<file path="src/design/pwmcs_pkg.sv">
/*
 * constants for the pwm control slice: register offsets, field layouts,
 * mode and function codes.
 * assumes a byte-addressed register port whose offsets are byte indices.
 */
package pwmcs_pkg;
    // ------------------------------------------------------------
    // register byte addresses, decoded in full
    // ------------------------------------------------------------
    localparam logic [31:0] OFS_PORT_DIRECTION_LOW = 32'hfffe3a06;
    localparam logic [31:0] OFS_PORT_FUNC_UPPER = 32'hfffe3a10;
    localparam logic [31:0] OFS_PORT_FUNC_LOWER = 32'hfffe3a12;
    localparam logic [31:0] OFS_CHANNEL3_MODE = 32'hfffe4202;
    localparam logic [31:0] OFS_CHANNEL4_MODE = 32'hfffe4203;
    localparam logic [31:0] OFS_CH3_IRQ_ENABLE = 32'hfffe4208;
    localparam logic [31:0] OFS_OUTPUT_MASTER_EN = 32'hfffe420a;
    localparam logic [31:0] OFS_COUNTER_START = 32'hffff4280;
    localparam logic [31:0] OFS_IRQ_PRIORITY = 32'hfffe0f00;
    localparam logic [31:0] OFS_STATUS = 32'hfffe0f04;
    // ------------------------------------------------------------
    // field layouts and codes
    // ------------------------------------------------------------
    localparam logic [3:0] MODE_COMPLEMENTARY_3 = 4'hf;
    localparam logic [3:0] MODE_COMPLEMENTARY_2 = 4'he;
    localparam logic [3:0] MODE_COMPLEMENTARY_1 = 4'hd;
    localparam int MODE_MSB = 3;
    localparam int IRQ_EN_A_BIT = 0;
    localparam int PRIO_CH3_LSB = 4;
    localparam int PRIO_W = 4;
    localparam int FSEL_W = 3;
    localparam logic [2:0] FSEL_TIMER = 3'h6;
    localparam logic [2:0] FSEL_PORT = 3'h0;
    localparam int NUM_TPINS = 6;
    localparam int NUM_CHANNELS = 5;
    localparam int NUM_PORT_PINS = 16;
    localparam int NUM_UPPER_PINS = 8;
    localparam int MAX_PRIO = 15;
    // output enable bit order: 4d 4c 3d 4b 4a 3b, msb first
    localparam int OE_3B = 0;
    localparam int OE_4A = 1;
    localparam int OE_4B = 2;
    localparam int OE_3D = 3;
    localparam int OE_4C = 4;
    localparam int OE_4D = 5;
    localparam int CH3 = 3;
    localparam int CH4 = 4;
    // start bits of the complementary pair sit in the top two bits
    localparam int CST_CH3_BIT = 6;
    localparam int CST_CH4_BIT = 7;
    localparam logic [7:0] RST_BYTE = 8'h00;
    localparam logic [15:0] RST_HALF = 16'h0000;
endpackage

</file>
<file path="src/design/pwmcs_route_if.sv">
/*
 * interface carrying pin routing settings and timer waveforms
 * between the control slice and its pin mux.
 * assumes one clock domain; no clocking block.
 */
`timescale 1ns/1ps
interface pwmcs_route_if;
    import pwmcs_pkg::*;
    logic [NUM_PORT_PINS*FSEL_W-1:0] funcSel;
    logic [NUM_PORT_PINS-1:0] portDir;
    logic [NUM_PORT_PINS-1:0] portOut;
    logic [NUM_PORT_PINS-1:0] timerOut;
    logic [NUM_PORT_PINS-1:0] timerOutEn;
    logic [NUM_PORT_PINS-1:0] padOut;
    logic [NUM_PORT_PINS-1:0] padOe;
    modport ctrl (output funcSel, portDir, portOut, timerOut, timerOutEn,
        input padOut, padOe);
    modport mux (input funcSel, portDir, portOut, timerOut, timerOutEn,
        output padOut, padOe);
endinterface

</file>
<file path="src/design/pwmcs_pin_mux.sv">
/*
 * port pin mux: picks per pin the timer or the general port function
 * and applies the direction bit; registered so pads see flop outputs.
 * assumes the control slice feeds it through pwmcs_route_if.
 */
`timescale 1ns/1ps
module pwmcs_pin_mux
    import pwmcs_pkg::*;
(
    input wire logic clk,
    input wire logic rst_n,
    input wire logic clkEn,
    pwmcs_route_if.mux rt
);
    logic [NUM_PORT_PINS-1:0] out_r;
    logic [NUM_PORT_PINS-1:0] oe_r;

    assign rt.padOut = out_r;
    assign rt.padOe = oe_r;

    always_ff @(posedge clk or negedge rst_n) begin
        if (!rst_n) begin
            out_r <= RST_HALF;
            oe_r <= RST_HALF;
        end else if (clkEn) begin
            for (int i = 0; i < NUM_PORT_PINS; i++) begin
                // other function codes leave the pin an undriven input
                if (rt.funcSel[i*FSEL_W +: FSEL_W] == FSEL_TIMER) begin
                    out_r[i] <= rt.timerOut[i];
                    oe_r[i] <= rt.portDir[i] & rt.timerOutEn[i];
                end else if (rt.funcSel[i*FSEL_W +: FSEL_W] == FSEL_PORT) begin
                    out_r[i] <= rt.portOut[i];
                    oe_r[i] <= rt.portDir[i];
                end else begin
                    out_r[i] <= 1'b0;
                    oe_r[i] <= 1'b0;
                end
            end
        end
    end
endmodule

</file>
<file path="src/design/pwmcs_top.sv">
/*
 * control slice of a paired-channel complementary pwm timer: mode
 * slaving of channel 4, per-pin output enables, compare-a interrupt,
 * counter start bits, interrupt priority and port pin routing.
 * assumes a simple strobe register port and an external counter/compare
 * core that supplies the compare-a flag and pwm waveforms.
 */
`timescale 1ns/1ps

// Overview of operation
// - complementary mode on channel 3 overrides channel 4 mode register
// - six output enable bits; 1 lets the timer drive its pin
// - compare-a irq raised when flag sets while irq enable is 1
// - one start bit per channel 0..4; 1 counts, 0 stops
// - 4-bit priority, levels 0..15; bits 7:4 hold channel-3 compare level
// - function select 110 routes port pin to timer function
// - function select 000 routes port pin to general port
// - direction bit 1 makes pin output, 0 input, timer pins too
module pwmcs_top
    import pwmcs_pkg::*;
#(
    parameter int ADDR_W = 32
)
(
    input wire logic clk,
    input wire logic rst_n,
    input wire logic clkEn,
    input wire logic [ADDR_W-1:0] regAddr,
    input wire logic [15:0] regWdata,
    input wire logic regWr,
    input wire logic regRd,
    output logic [15:0] regRdata,
    input wire logic compareAFlag,
    input wire logic [NUM_TPINS-1:0] pwmWave,
    input wire logic [NUM_PORT_PINS-1:0] portOutData,
    input wire logic [NUM_PORT_PINS-1:0] padIn,
    output logic [NUM_PORT_PINS-1:0] padOut,
    output logic [NUM_PORT_PINS-1:0] padOe,
    output logic [NUM_PORT_PINS-1:0] portInData,
    output logic [NUM_CHANNELS-1:0] countRun,
    output logic [MODE_MSB:0] ch4ModeEff,
    output logic ch3CompareAIrq,
    output logic [PRIO_W-1:0] ch3IrqLevel
);
    // ------------------------------------------------------------
    // registers
    // ------------------------------------------------------------
    logic [15:0] portDirectionLow_r;
    logic [15:0] portFunctionUpper_r;
    logic [15:0] portFunctionLower_r;
    logic [7:0] channel3Mode_r;
    logic [7:0] channel4Mode_r;
    logic [7:0] channel3InterruptEnable_r;
    logic [7:0] outputMasterEnable_r;
    logic [7:0] counterStart_r;
    logic [15:0] irqPriority_r;
    logic [15:0] regRdata_r;
    logic [15:0] regRdata_nxt;
    logic compareAFlagDly_r;
    logic compareAIrqPend_r;
    logic [NUM_CHANNELS-1:0] countRun_r;
    logic [MODE_MSB:0] ch4ModeEff_r;
    logic [MODE_MSB:0] ch4ModeEff_nxt;
    logic [PRIO_W-1:0] ch3IrqLevel_r;
    logic [NUM_PORT_PINS-1:0] portIn_r;
    logic [NUM_PORT_PINS-1:0] timerPinOut;
    logic [NUM_PORT_PINS-1:0] timerPinEn;

    // ------------------------------------------------------------
    // decode helpers
    // ------------------------------------------------------------
    function automatic logic hit(input logic [ADDR_W-1:0] a, input logic [31:0] ofs);
        hit = (a == ofs[ADDR_W-1:0]);
    endfunction

    function automatic logic [NUM_CHANNELS-1:0] runBits(input logic [7:0] st);
        runBits = {st[CST_CH4_BIT], st[CST_CH3_BIT], st[CH3-1:0]};
    endfunction

    function automatic logic isComplementary(input logic [7:0] md);
        isComplementary = (md[MODE_MSB:0] == MODE_COMPLEMENTARY_1)
            || (md[MODE_MSB:0] == MODE_COMPLEMENTARY_2)
            || (md[MODE_MSB:0] == MODE_COMPLEMENTARY_3);
    endfunction

    // ------------------------------------------------------------
    // register writes
    // ------------------------------------------------------------
    always_ff @(posedge clk or negedge rst_n) begin
        if (!rst_n) begin
            portDirectionLow_r <= RST_HALF;
            portFunctionUpper_r <= RST_HALF;
            portFunctionLower_r <= RST_HALF;
        end else if (clkEn && regWr) begin
            if (hit(regAddr, OFS_PORT_DIRECTION_LOW)) begin
                portDirectionLow_r <= regWdata;
            end
            if (hit(regAddr, OFS_PORT_FUNC_UPPER)) begin
                portFunctionUpper_r <= regWdata;
            end
            if (hit(regAddr, OFS_PORT_FUNC_LOWER)) begin
                portFunctionLower_r <= regWdata;
            end
        end
    end

    always_ff @(posedge clk or negedge rst_n) begin
        if (!rst_n) begin
            channel3Mode_r <= RST_BYTE;
            channel4Mode_r <= RST_BYTE;
            channel3InterruptEnable_r <= RST_BYTE;
            outputMasterEnable_r <= RST_BYTE;
            irqPriority_r <= RST_HALF;
        end else if (clkEn && regWr) begin
            if (hit(regAddr, OFS_CHANNEL3_MODE)) begin
                channel3Mode_r <= regWdata[7:0];
            end
            if (hit(regAddr, OFS_CHANNEL4_MODE)) begin
                channel4Mode_r <= regWdata[7:0];
            end
            if (hit(regAddr, OFS_CH3_IRQ_ENABLE)) begin
                channel3InterruptEnable_r <= regWdata[7:0];
            end
            if (hit(regAddr, OFS_OUTPUT_MASTER_EN)) begin
                outputMasterEnable_r <= regWdata[7:0];
            end
            if (hit(regAddr, OFS_IRQ_PRIORITY)) begin
                irqPriority_r <= regWdata;
            end
        end
    end

    // one write carries all start bits, so channels 3 and 4 start on the
    // same edge; separate writes would skew the complementary pair
    always_ff @(posedge clk or negedge rst_n) begin
        if (!rst_n) begin
            counterStart_r <= RST_BYTE;
        end else if (clkEn && regWr && hit(regAddr, OFS_COUNTER_START)) begin
            counterStart_r <= regWdata[7:0];
        end
    end

    // ------------------------------------------------------------
    // counter run outputs and channel 4 mode slaving
    // ------------------------------------------------------------
    always_ff @(posedge clk or negedge rst_n) begin
        if (!rst_n) begin
            countRun_r <= '0;
        end else if (clkEn) begin
            // channels 0..2 take the low bits, the pair takes the top two
            countRun_r <= runBits(counterStart_r);
        end
    end

    always_comb begin
        if (isComplementary(channel3Mode_r)) begin
            ch4ModeEff_nxt = channel3Mode_r[MODE_MSB:0];
        end else begin
            ch4ModeEff_nxt = channel4Mode_r[MODE_MSB:0];
        end
    end

    always_ff @(posedge clk or negedge rst_n) begin
        if (!rst_n) begin
            ch4ModeEff_r <= '0;
            ch3IrqLevel_r <= '0;
        end else if (clkEn) begin
            ch4ModeEff_r <= ch4ModeEff_nxt;
            ch3IrqLevel_r <= irqPriority_r[PRIO_CH3_LSB +: PRIO_W];
        end
    end

    // ------------------------------------------------------------
    // compare-a interrupt: rising flag while enabled raises request;
    // request follows the flag so software clears it at the core
    // ------------------------------------------------------------
    always_ff @(posedge clk or negedge rst_n) begin
        if (!rst_n) begin
            compareAFlagDly_r <= 1'b0;
            compareAIrqPend_r <= 1'b0;
        end else if (clkEn) begin
            compareAFlagDly_r <= compareAFlag;
            if (!compareAFlag || !channel3InterruptEnable_r[IRQ_EN_A_BIT]) begin
                compareAIrqPend_r <= 1'b0;
            end else if (!compareAFlagDly_r) begin
                compareAIrqPend_r <= 1'b1;
            end
        end
    end

    // ------------------------------------------------------------
    // timer waveform to port pin positions
    // ------------------------------------------------------------
    always_comb begin
        timerPinOut = '0;
        timerPinEn = '0;
        // pins 9 11 12 13 14 15 carry 3b 3d 4a 4b 4c 4d; pin 8 (3a) is tied low with no enable
        timerPinOut[8] = 1'b0;
        timerPinEn[8] = 1'b0;
        timerPinOut[9] = pwmWave[OE_3B];
        timerPinEn[9] = outputMasterEnable_r[OE_3B];
        timerPinOut[11] = pwmWave[OE_3D];
        timerPinEn[11] = outputMasterEnable_r[OE_3D];
        timerPinOut[12] = pwmWave[OE_4A];
        timerPinEn[12] = outputMasterEnable_r[OE_4A];
        timerPinOut[13] = pwmWave[OE_4B];
        timerPinEn[13] = outputMasterEnable_r[OE_4B];
        timerPinOut[14] = pwmWave[OE_4C];
        timerPinEn[14] = outputMasterEnable_r[OE_4C];
        timerPinOut[15] = pwmWave[OE_4D];
        timerPinEn[15] = outputMasterEnable_r[OE_4D];
    end

    pwmcs_route_if rt ();

    assign rt.funcSel = {portFunctionUpper_r[14:12], portFunctionUpper_r[10:8],
        portFunctionUpper_r[6:4], portFunctionUpper_r[2:0],
        portFunctionLower_r[14:12], portFunctionLower_r[10:8],
        portFunctionLower_r[6:4], portFunctionLower_r[2:0],
        {NUM_UPPER_PINS*FSEL_W{1'b0}}};
    assign rt.portDir = portDirectionLow_r;
    assign rt.portOut = portOutData;
    assign rt.timerOut = timerPinOut;
    assign rt.timerOutEn = timerPinEn;

    pwmcs_pin_mux u_mux (
        .clk(clk),
        .rst_n(rst_n),
        .clkEn(clkEn),
        .rt(rt)
    );

    always_ff @(posedge clk or negedge rst_n) begin
        if (!rst_n) begin
            portIn_r <= RST_HALF;
        end else if (clkEn) begin
            portIn_r <= padIn & ~portDirectionLow_r;
        end
    end

    // ------------------------------------------------------------
    // register reads, one cycle later; unmapped reads return zero
    // ------------------------------------------------------------
    always_comb begin
        regRdata_nxt = RST_HALF;
        if (hit(regAddr, OFS_PORT_DIRECTION_LOW)) begin
            regRdata_nxt = portDirectionLow_r;
        end else if (hit(regAddr, OFS_PORT_FUNC_UPPER)) begin
            regRdata_nxt = portFunctionUpper_r;
        end else if (hit(regAddr, OFS_PORT_FUNC_LOWER)) begin
            regRdata_nxt = portFunctionLower_r;
        end else if (hit(regAddr, OFS_CHANNEL3_MODE)) begin
            regRdata_nxt = {8'h00, channel3Mode_r};
        end else if (hit(regAddr, OFS_CHANNEL4_MODE)) begin
            regRdata_nxt = {8'h00, channel4Mode_r};
        end else if (hit(regAddr, OFS_CH3_IRQ_ENABLE)) begin
            regRdata_nxt = {8'h00, channel3InterruptEnable_r};
        end else if (hit(regAddr, OFS_OUTPUT_MASTER_EN)) begin
            regRdata_nxt = {8'h00, outputMasterEnable_r};
        end else if (hit(regAddr, OFS_COUNTER_START)) begin
            regRdata_nxt = {8'h00, counterStart_r};
        end else if (hit(regAddr, OFS_IRQ_PRIORITY)) begin
            regRdata_nxt = irqPriority_r;
        end else if (hit(regAddr, OFS_STATUS)) begin
            regRdata_nxt = {11'h000, compareAIrqPend_r, ch4ModeEff_r};
        end
    end

    always_ff @(posedge clk or negedge rst_n) begin
        if (!rst_n) begin
            regRdata_r <= RST_HALF;
        end else if (clkEn) begin
            regRdata_r <= regRd ? regRdata_nxt : RST_HALF;
        end
    end

    assign regRdata = regRdata_r;
    assign padOut = rt.padOut;
    assign padOe = rt.padOe;
    assign portInData = portIn_r;
    assign countRun = countRun_r;
    assign ch4ModeEff = ch4ModeEff_r;
    assign ch3CompareAIrq = compareAIrqPend_r;
    assign ch3IrqLevel = ch3IrqLevel_r;

    // ------------------------------------------------------------
    // assertions
    // ------------------------------------------------------------
    // the top pin is watched: it carries a timer waveform with its own enable,
    // and a port-function pin may be driven whatever the enable says
    logic topPinTimer;
    assign topPinTimer = rt.funcSel[(NUM_PORT_PINS-1)*FSEL_W +: FSEL_W] == FSEL_TIMER;
endmodule

</file>
<file path="config.mk">
export PLATFORM = sky130hd
export DESIGN_NAME = pwmcs_top
export DESIGN_NICKNAME = d
export VERILOG_FILES = /design/src/design/pwmcs_pkg.sv /design/src/design/pwmcs_route_if.sv /design/src/design/pwmcs_pin_mux.sv /design/src/design/pwmcs_top.sv
export SDC_FILE = /design/constraint.sdc
export NUM_CORES = 1
export LEC_CHECK = 0
export ABC_AREA = 0
export CORE_MARGIN = 2
export CORE_UTILIZATION = 48
export CTS_CLUSTER_SIZE = 25
export DETAILED_ROUTE_END_ITERATION = 10
export DONT_BUFFER_PORTS = 1
export PLACE_DENSITY = 0.6
export REMOVE_ABC_BUFFERS = 1
export SYNTH_ARGS = -nofsm -noshare
export SYNTH_HDL_FRONTEND = slang
export SYNTH_SLANG_ARGS = --single-unit
</file>
<file path="constraint.sdc">
create_clock -name clk -period 1.3 [get_ports clk]
set_input_delay 0.13 -clock clk [delete_from_list [all_inputs] [get_ports clk]]
set_output_delay 0.13 -clock clk [all_outputs]
set_load 0.1 [all_outputs]
</file>
==> metrics.md, run 1 <==
| Metric | Value |
|---|---|
| Mapped Cells | 741 |
| Worst EP arrival | 2.12 ns |
| Syn Std Cell Area | 0.00866 mm2 |
| Number of synthesized register bits | 183 |
| Final Skew | 0.00927 ns |
| Routed len/inst | 21.4 um |
| Part of the power in the clock network | 40.9% |
| Core area | 0.0178 mm2 |
| Number of DRC markers in iteration 0 | 460 |
| TritonCTS clock tree | yes |
| CP Capture Type | register |
| Total power | 12.1 mW |
| Fin. Hold Viols | 234 |
| IO Count | 170 |
| Int Pwr | 8.69 mW |
| Worst slew pin tran | 0.538 ns |
| DR DRC count | 0 |
| Post-CTS Hold Buffers | 48 |
| RR Endpoint | regRdata[2] |
| Relative slew slack | 64.0% |
| Unique cell type count in the Yosys netlist | 62 |
| Sequential element share of the synthesized area | 52.9% |
| Num rows | 49 |
| Power Dens Cells | 1000 mW/mm2 |
| Crit path largest cell delay | 0.63 ns |
| Initial antenna violation count | 0 |
| Layout Utilization | 67.8% |
| Synthesis Warnings | 0 |
| Sink Count | 183 |
| Family with the most delay on the worst path | simple AND/OR/NAND/NOR gates |
| Worst R2R Path Depth | 4 |
| N_diodes | 0 |
| Fillcell total | 1332 |
| Status | finished with violations |
| Layout Nets | 1062 |
| Root Buffer | clkbuf_16 |
| Synth Flop Type | dfrtp_1 |
| Clock Pin Slew Worst Setup and Hold Paths | 0.07 ns |
| Logic pwr share | 11.1% |
| Area growth syn-to-layout | 39.6% |
| CP Max Fanout | 8 |
| P_leak | 5.68 nW |
| Placed Instances | 1106 |
| VDD IR max | 0.923 mV |
| Switching Share | 28.5% |
| EDFF count, synth | 0 |
| Vias in the first global route | 7225 |
| Highest clock rate | 554 MHz |
| Failing checks | hold timing, setup timing |
| Avg Inst Size Synth | 11.7 um2 |
| Initial Util | 48.6% |
| Sequential share of power | 48.0% |
| Asr flop ratio synth | 100% |
| Area occupied by multi-input gates | 0.00431 mm2 |
| Fraction of the cycle the final worst path needs | 139% |
| Die H | 138 um |
| WP buf/inv | 0 |
| Storage cell area | 0.00458 mm2 |
| First-pass GRT wire length | 41300 um |
| Largest net degree at the start of global routing | 184 |
| All-Layer GR Usage | 27.5% |
| Share of layout cells above drive strength 1 | 43.2% |
| Design Area, Final | 0.0121 mm2 |
| CP cell instances | nand4_1 -> or4_4 -> or3_4 -> or4b_4 -> mux2_4 |
| Clk_lat worst skew | 0.44 ns |
| GRT Residual Overflow | 0 |
| Max Cap Viol | 0 |
| Min Tclk post-route | 1.81 ns |
| ANT nets after route | 0 |
| Kind of start point of the critical path | input pin |
| Die area | 0.0191 mm2 |
| Port bufs | 0 |
| DRT Wirelength | 25900 um |
| Crit path capture | irqPriority_r[8] |
| Hold WS | -0.615 ns |
| NetSw | 3.46 mW |
| Cell Count, Final, Fillers Out | 1212 |
| Vias | 7043 |
| Setup crit start | regAddr[31] |
| Setup CP Type | in -> reg |
| Req. time, crit path | 1.62 ns |
| Slew Viols, Final | 0 |
| Instance count on the critical path | 5 |
| DRT Pass-1 Iters | 5 |
| Hold WC Path Type | in -> async |
| Slowest CP cell | or4b_4 |
| Setup-failing EPs final | 118 |
| Placed Area | 0.0102 mm2 |
| DP Wirelength | 17300 um |
| Die width | 138 um |
| Fin worst setup slack | -0.505 ns |
| H-Tree Depth | 4 |
| Max Root-Sink Buffers | 2 |
| Setup TNS Final | -36.37 ns |
| RePlAce Congestion | 0.926 |
| Reg2reg start | ch4ModeEff[2] |
| Num CTS Buffers | 17 |
| RSZ-0062 raised after global routing | yes |
| Vias per cell | 5.81 |
| Flop-to-flop setup slack | -0.13 ns |
-- final cells by class --
class / instances / area share [%]
clock inverters: 15 / 1.15
clock buffers: 17 / 3.52
flip-flops and latches: 183 / 37.9
multi-input cells: 489 / 35.7
repair buffers: 247 / 18.4
inverters: 32 / 0.993
well taps: 229 / 2.37
-- power groups by stage --
stage / Sequential (mW) / Clock, mW / Combinational (mW)
2_1_floorplan: 6.62 / 0 / 0.206
3_3_place_gp: 5.94 / 0 / 1.13
3_5_place_dp: 5.94 / 0 / 1.14
4_1_cts: 5.83 / 5.02 / 1.36
5_1_grt: 5.84 / 5.30 / 1.40
6_report: 5.83 / 4.97 / 1.34
-- sequential cells by signal, summed over array words and instances, names as in the netlist --
name,count
portFunctionLower_r,16
ch4ModeEff,4
countRun,5
counterStart_r,8
portFunctionUpper_r,16
regRdata,16
ch3IrqLevel,4
compareAFlagDly_r,1
u_mux.rt.padOe,16
irqPriority_r,16
portInData,16
outputMasterEnable_r,8
u_mux.rt.padOut,16
channel4Mode_r,8
channel3Mode_r,8
portDirectionLow_r,16
ch3CompareAIrq,1
channel3InterruptEnable_r,8
-- cells in the mapped netlist (7+ instances only) --
cell	instances	share of area [%]
inv_1	31	1.3
mux2_4	10	1.7
nor4_1	12	0.87
a21oi_1	15	0.87
nand4_1	17	1.2
nand3b_1	13	1.1
o31ai_1	7	0.61
nand4b_1	12	1.2
mux2i_1	10	1.2
dfrtp_1	183	53
o2bb2ai_1	8	0.81
a31oi_1	8	0.58
nor2_1	24	1.0
clkbuf_1	25	1.1
a221o_1	8	0.92
nor2b_1	10	0.72
nor3_1	9	0.52
o211ai_1	8	0.69
o21ai_0	49	2.8
nand2_1	32	1.4
mux2_2	116	15
nand3_1	27	1.6
-- layer usage --
layer / vias up / part of all wire [%] / track usage [%]
li1: 3229 / - / -
met1: 3559 / 43 / 37.0
met2: 215 / 50 / 45.4
met3: 40 / 5.5 / 5.37
met4: 0 / 1.9 / 8.43
met5: - / 0 / 0
-- worst min-delay path by stage --
| stage | from | endpoint | slack [ns] | cells past startpoint |
|---|---|---|---|---|
| after floorplan | rst_n | ch3CompareAIrq | -0.17 | 0 |
| after global placement | rst_n | portInData[15] | -0.16 | 0 |
| after detailed placement | rst_n | portInData[15] | -0.16 | 0 |
| after CTS | rst_n | u_mux.rt.padOut[15] | -0.63 | 0 |
| after global routing | rst_n | portInData[15] | -0.64 | 0 |
| final | rst_n | u_mux.rt.padOut[15] | -0.61 | 0 |
-- cell usage in the layout, fill, tap and decap left out, drive strengths merged, types with 10 or more instances in the layout --
master | netlist | routed
a21oi | 15 | 15
buf | 13 | 205
clkbuf | 25 | 17
dfrtp | 183 | 183
dlygate4sd3 | 0 | 42
inv | 32 | 39
mux2 | 126 | 126
mux2i | 10 | 10
nand2 | 32 | 32
nand3 | 27 | 27
nand3b | 13 | 13
nand4 | 17 | 17
nand4b | 12 | 12
nor2 | 29 | 29
nor2b | 10 | 10
nor3 | 10 | 10
nor4 | 13 | 13
o21ai | 49 | 49
-- through the flow --
| stage | hold slack [ns] | setup WS, ns |
|---|---|---|
| after detailed placement | -0.160 | -1.05 |
| after CTS | -0.626 | -0.482 |
| final | -0.615 | -0.505 |
| after global routing | -0.635 | -0.531 |
| after floorplan | -0.166 | -1.42 |
| after global placement | -0.160 | -1.06 |
-- repair_timing --
item | 4_1_cts | 5_1_grt
cloned | 4 | 0
buffers inserted | 10 | 21
setup endpoints to repair | 120 | 134
hold endpoints to repair | 352 | 234
pin swaps | 20 | 11
resized for setup | 108 | 54
-- cell families after synthesis --
| logic type | share of synthesized area [%] |
|---|---|
| buf+inv | 3.52 |
| mux | 18.0 |
| simple gates | 14.1 |
| flops | 52.9 |
| compound gates | 11.5 |
Power figures use the tool's default switching activity.
==> inputs of run 2 (changes only) <==
--- a/config.mk
+++ b/config.mk
@@ -7,11 +7,11 @@
 export LEC_CHECK = 0
 export ABC_AREA = 0
 export CORE_MARGIN = 2
-export CORE_UTILIZATION = 48
+export CORE_UTILIZATION = 50
 export CTS_CLUSTER_SIZE = 25
 export DETAILED_ROUTE_END_ITERATION = 10
 export DONT_BUFFER_PORTS = 1
-export PLACE_DENSITY = 0.6
+export PLACE_DENSITY = 0.62
 export REMOVE_ABC_BUFFERS = 1
 export SYNTH_ARGS = -nofsm -noshare
 export SYNTH_HDL_FRONTEND = slang
==> metrics.md, run 2 (synthesized netlist as in run 1, its figures left out) <==
| Metric | Value |
|---|---|
| GRT Residual Overflow | 0 (unchanged) |
| Crit path largest cell delay | 0.54 ns (-0.09 ns) |
| Kind of start point of the critical path | input pin |
| Most common cell after layout, fill and taps aside | dfrtp_1 |
| Fin worst setup slack | -0.645 ns (-0.140 ns) |
| Slew Viols, Final | 0 (unchanged) |
| Relative slew slack | 64.9% (+0.85 points) |
| DR DRC count | 0 (unchanged) |
| Highest clock rate | 514 MHz (-7.2%) |
| DRT Wirelength | 26700 um (+2.9%) |
| Req. time, crit path | 1.62 ns (about the same) |
| Share of layout cells above drive strength 1 | 40.8% (-2.4 points) |
| ANT nets after route | 0 (unchanged) |
| Vias | 7161 (+1.7%) |
| Final Skew | 0.00823 ns (-0.00104 ns) |
| Placed Area | 0.0103 mm2 (+0.66%) |
| RSZ-0062 raised after global routing | yes |
| Total power | 12.9 mW (+5.9%) |
| Die width | 136 um (-2.0%) |
| DP Wirelength | 17600 um (+1.7%) |
| All-Layer GR Usage | 29.8% (+2.3 points) |
| Vias in the first global route | 7387 (+2.2%) |
| Num CTS Buffers | 17 (unchanged) |
| Routed len/inst | 21.9 um (+2.5%) |
| WP buf/inv | 1 (+1) |
| CP Capture Type | register |
| Largest net degree at the start of global routing | 184 (unchanged) |
| Initial Util | 50.6% (+2.1 points) |
| Family with the most delay on the worst path | simple AND/OR/NAND/NOR gates |
| Setup CP Type | in -> reg |
| Num rows | 48 (-2.0%) |
| CP Max Fanout | 8 (unchanged) |
| VDD IR max | 0.878 mV (-4.8%) |
| Fin. Hold Viols | 221 (-5.6%) |
| Power Dens Cells | 1070 mW/mm2 (+6.4%) |
| Worst EP arrival | 2.27 ns (+0.15 ns) |
| DRT Pass-1 Iters | 5 (unchanged) |
| CP cell instances | nand4_1 -> or4_4 -> or3_4 -> or4b_4 -> buf_12 -> mux2_4 |
| P_leak | 5.65 nW (-0.54%) |
| Setup-failing EPs final | 117 (-0.85%) |
| Max Cap Viol | 0 (unchanged) |
| Worst slew pin tran | 0.525 ns (-0.0128 ns) |
| Hold WC Path Type | in -> async |
| Clk_lat worst skew | 0.44 ns (about the same) |
| Area growth syn-to-layout | 39.0% |
| H-Tree Depth | 4 (unchanged) |
| Number of DRC markers in iteration 0 | 425 (-7.6%) |
| Initial antenna violation count | 1 (+1) |
| Die H | 136 um (-2.0%) |
| Max Root-Sink Buffers | 2 (unchanged) |
| Layout Nets | 1069 (+0.66%) |
| TritonCTS clock tree | yes |
| Root Buffer | clkbuf_16 |
| Core area | 0.0171 mm2 (-4.1%) |
| Layout Utilization | 70.3% (+2.5 points) |
| Status | finished with violations |
| Port bufs | 0 (unchanged) |
| Design Area, Final | 0.0120 mm2 (-0.46%) |
| Commonest cells after routing, fill and taps aside | 182 x dfrtp_1, 172 x buf_4, 66 x mux2_2, 60 x mux2_4, 52 x dlygate4sd3_1 |
| Hold WS | -0.618 ns (-0.00311 ns) |
| Die area | 0.0184 mm2 (-3.9%) |
| Sink Count | 183 (unchanged) |
| IO Count | 170 (unchanged) |
| Failing checks | hold timing, setup timing |
| First-pass GRT wire length | 41100 um (-0.32%) |
| Clock Pin Slew Worst Setup and Hold Paths | 0.07 ns (about the same) |
| Fraction of the cycle the final worst path needs | 150% (+11 points) |
| Slowest CP cell | or4_4 |
| Min Tclk post-route | 1.95 ns (+0.140 ns) |
| Vias per cell | 5.89 (+1.3%) |
| RePlAce Congestion | 0.922 (-0.40%) |
## run 2: cell types whose count changed in the layout (fill, tap and decap cells not counted), moves of 5 or more
cell	delta
mux2_2	+12
mux2_4	-12
dlygate4sd3_1	+10
buf_6	-9
buf_4	+5
## run 2: worst register-to-register path: stages, from the launching register on
cell	delay, ns
dfrtp_1	0.41
mux2i_1	0.15
o211ai_1	0.17
a2111o_1	0.44
o21a_1	0.11
## run 2: what timing repair did
action | CTS | global route
endpoints found under the setup margin | 117 | 131
hold buffers | 47 | 12
gates resized for setup | 93 | 18
cloned | 2 | 0
pin swaps | 13 | 6
buffers inserted | 14 | 8
endpoints found under the hold margin | 353 | 236
## run 2: where the power goes
part           switching, mW  total [mW]  internal, mW
logic                  0.967        1.35         0.388
registers             0.0532        5.84          5.79
clock network           2.31        5.66          3.35
total                   3.33        12.9          9.52
## run 2: area by class of cell
cell class | count | area, um2
diodes | 1 | 2.50
well taps | 225 | 282
flip-flops and latches | 183 | 4580
multi-input cells | 488 | 4110
fillers | 1294 | 5080
clock buffers | 19 | 453
clock inverters | 13 | 189
repair buffers | 255 | 2300
inverters | 32 | 120
## run 2: per-layer routing
| metal | wire [um] | track usage, % |
|---|---|---|
| met1 | 11500 | 39.3 |
| met2 | 13100 | 48.9 |
| met3 | 1410 | 6.06 |
| met4 | 659 | 10.8 |
| met5 | 0 | 0 |
## run 2: worst paths after layout
check	from	end	slack (ns)	cells past startpoint
max	regAddr[31]	irqPriority_r[11]	-0.65	6
min	rst_n	portInData[15]	-0.62	0
max reg2reg	ch3CompareAIrq	regRdata[4]	-0.09	4
min reg2reg	regRdata[15]	regRdata[15]	0.49	1
max in group asynchronous	rst_n	channel3Mode_r[1]	1.65	0
min in group clk	padIn[13]	portInData[13]	-0.15	2
## run 2: stage by stage
stage / setup TNS [ns] / hold slack, ns / setup slack [ns] / cells
2_1_floorplan: -129.24 / -0.166 / -1.42 / 703
3_3_place_gp: -109.52 / -0.161 / -1.14 / 1110
3_5_place_dp: -110.88 / -0.161 / -1.17 / 1110
4_1_cts: -42.51 / -0.630 / -0.621 / 1205
5_1_grt: -49.31 / -0.638 / -0.674 / 1215
6_report: -44.14 / -0.618 / -0.645 / 1216
==> inputs of run 3 (changes only) <==
--- a/config.mk
+++ b/config.mk
@@ -6,6 +6,7 @@
 export NUM_CORES = 1
 export LEC_CHECK = 0
 export ABC_AREA = 0
+export CORE_ASPECT_RATIO = 0.9
 export CORE_MARGIN = 2
 export CORE_UTILIZATION = 50
 export CTS_CLUSTER_SIZE = 25
@@ -13,6 +14,7 @@
 export DONT_BUFFER_PORTS = 1
 export PLACE_DENSITY = 0.62
 export REMOVE_ABC_BUFFERS = 1
+export SLEW_MARGIN = 20
 export SYNTH_ARGS = -nofsm -noshare
 export SYNTH_HDL_FRONTEND = slang
 export SYNTH_SLANG_ARGS = --single-unit
==> constraint.sdc (replaced) <==
create_clock -name clk -period 2.5 [get_ports clk]
set_input_delay 0.25 -clock clk [delete_from_list [all_inputs] [get_ports clk]]
set_output_delay 0.25 -clock clk [all_outputs]
set_load 0.1 [all_outputs]
==> metrics.md, run 3 (synthesized netlist as in run 1, its figures left out) <==
| Metric | Value |
|---|---|
| Status | finished with violations |
| Failing checks | hold timing |
| Max Root-Sink Buffers | 2 (unchanged) |
| Crit path largest cell delay | 0.62 ns (+0.08 ns) |
| Worst EP arrival | 2.43 ns (+0.16 ns) |
| Final Skew | 0.0128 ns (+0.00453 ns) |
| Hold WS | -0.482 ns (+0.136 ns) |
| Post-CTS Hold Buffers | 44 (-6.4%) |
| Sink Count | 183 (unchanged) |
| Port bufs | 0 (unchanged) |
| Num CTS Buffers | 17 (unchanged) |
| Relative slew slack | 37.1% (-28 points) |
| H-Tree Depth | 4 (unchanged) |
| Switching Share | 26.6% (+0.69 points) |
| Die area | 0.0184 mm2 (about the same) |
| DRT Pass-1 Iters | 5 (unchanged) |
| TritonCTS clock tree | yes |
| Slowest CP cell | or4b_1 |
| Clk_lat worst skew | 0.43 ns (about the same) |
| DP Wirelength | 16200 um (-8.2%) |
| Die H | 129 um (-5.0%) |
| Part of the power in the clock network | 43.1% (-1.0 points) |
| WP buf/inv | 1 (unchanged) |
| Setup CP Type | in -> reg |
| Vias | 6482 (-9.5%) |
| Int Pwr | 4.73 mW (-50%) |
| Initial Util | 51.3% (+0.67 points) |
| Req. time, crit path | 2.81 ns (+1.19 ns) |
| Design Area, Final | 0.0104 mm2 (-14%) |
| Share of layout cells above drive strength 1 | 28.8% (-12 points) |
| NetSw | 1.72 mW (-48%) |
| Max Cap Viol | 0 (unchanged) |
| Fraction of the cycle the final worst path needs | 85.0% |
| Logic pwr share | 6.5% (-4.0 points) |
| CP Capture Type | register |
| VDD IR max | 0.463 mV (-47%) |
| PostCTS Resize Cnt | 0 (-100%) |
| RSZ-0062 raised after global routing | no |
| Slew Viols, Final | 0 (unchanged) |
| Post-CTS repair timing setup buffer count | 0 (-14) |
| Commonest cells after routing, fill and taps aside | 183 x dfrtp_1, 116 x mux2_2, 65 x buf_4, 49 x o21ai_0, 43 x dlygate4sd3_1 |
| Root Buffer | clkbuf_16 |
| Most common cell after layout, fill and taps aside | dfrtp_1 |
| Setup TNS Final | 0 ns (+44.14 ns) |
| First-pass GRT wire length | 37100 um (-9.8%) |
| Clock Pin Slew Worst Setup and Hold Paths | 0.07 ns (about the same) |
| Min Tclk post-route | 2.13 ns |
| GRT Residual Overflow | 0 (unchanged) |
| Initial antenna violation count | 0 (-1) |
| Worst slew pin tran | 0.943 ns (+0.418 ns) |
| Highest clock rate | 471 MHz |
| Routed len/inst | 22.7 um (+3.3%) |
| Number of DRC markers in iteration 0 | 325 (-24%) |
| Layout Nets | 927 (-13%) |
| DRT Wirelength | 24000 um (-10%) |
| RePlAce Congestion | 0.898 (-2.6%) |
| Fin. Hold Viols | 183 (-17%) |
| Kind of start point of the critical path | input pin |
| Power Dens Cells | 622 mW/mm2 (-42%) |
| DR DRC count | 0 (unchanged) |
| Largest net degree at the start of global routing | 184 (unchanged) |
| Vias per cell | 6.12 (+3.9%) |
| Core area | 0.0169 mm2 (-1.3%) |
| Sequential share of power | 50.4% (+5.0 points) |
| P_leak | 4.78 nW (-15%) |
| Setup-failing EPs final | 0 (-100%) |
| Layout Utilization | 61.4% (-9.0 points) |
| Area growth syn-to-layout | 19.7% |
| Family with the most delay on the worst path | simple AND/OR/NAND/NOR gates |
| Total power | 6.45 mW (-50%) |
| Fillcell total | 1365 (+5.5%) |
| Hold WC Path Type | in -> async |
| CP Max Fanout | 8 (unchanged) |
| Num rows | 45 (-6.3%) |
| CP cell instances | or4b_1 -> or3_1 -> nor4_1 -> nand3_1 -> nor2_2 -> buf_12 -> mux2_2 |
| N_diodes | 0 (-1) |
| Die width | 143 um (+5.2%) |
| Vias in the first global route | 6710 (-9.2%) |
| Placed Area | 0.00931 mm2 (-9.3%) |
| IO Count | 170 (unchanged) |
| All-Layer GR Usage | 26.7% (-3.1 points) |
| ANT nets after route | 0 (unchanged) |
## run 3: changes by cell type in the layout (fill, tap and decap cells not counted), moves of 4 or more
cell           previous run  this run
nand2_2                   4         0
nor4_1                    8        12
buf_4                   172        65
mux2_4                   60        10
nor2_4                    5         1
nand2_1                  28        32
mux2_2                   66       116
o21ai_0                  44        49
buf_12                   14         4
buf_6                    14         0
dlygate4sd3_1            52        43
## run 3: power by group through the flow
stage | clock network [mW] | logic, mW | registers, mW
floorplan | 0 | 0.107 | 3.44
global placement | 0 | 0.306 | 3.31
detailed placement | 0 | 0.311 | 3.31
CTS | 2.83 | 0.420 | 3.25
global route | 2.95 | 0.447 | 3.25
finish | 2.78 | 0.421 | 3.25
## run 3: metal layers
metal / vias up / part of all wire, % / global-route usage, %
met4: 0 / 2.2 / 9.26
met5: - / 0 / 0
met3: 46 / 7.4 / 6.70
li1: 2959 / - / -
met2: 277 / 46 / 40.7
met1: 3200 / 45 / 37.5
## run 3: final timing paths
path | from | to | slack, ns | cells past startpoint
max | regAddr[15] | channel3InterruptEnable_r[5] | 0.37 | 7
min in group clk | padIn[1] | portInData[1] | 0.01 | 2
min | rst_n | portInData[15] | -0.48 | 0
max reg2reg | portFunctionLower_r[4] | regRdata[4] | 1.09 | 4
max in group asynchronous | rst_n | counterStart_r[7] | 2.56 | 0
min reg2reg | channel3InterruptEnable_r[7] | channel3InterruptEnable_r[7] | 0.51 | 1
## run 3: layout make-up
cell class                      instances  area [um2]  share of cell area, %
Tap cell                              211         264                   2.55
Inverter                               32         120                   1.16
Clock inverter                         13         169                   1.63
Clock buffer                           19         433                   4.17
Sequential cell                       183        4580                   44.2
Timing Repair Buffer                  113        1030                   9.89
Multi-Input combinational cell        488        3780                   36.4
## run 3: stage by stage
stage,worst slack [ns],hold WS [ns],cells
2_1_floorplan,-0.342,-0.0456,703
3_3_place_gp,0.0444,-0.0404,983
3_5_place_dp,-0.0282,-0.0399,983
4_1_cts,0.425,-0.505,1059
5_1_grt,0.328,-0.513,1059
6_report,0.375,-0.482,1059
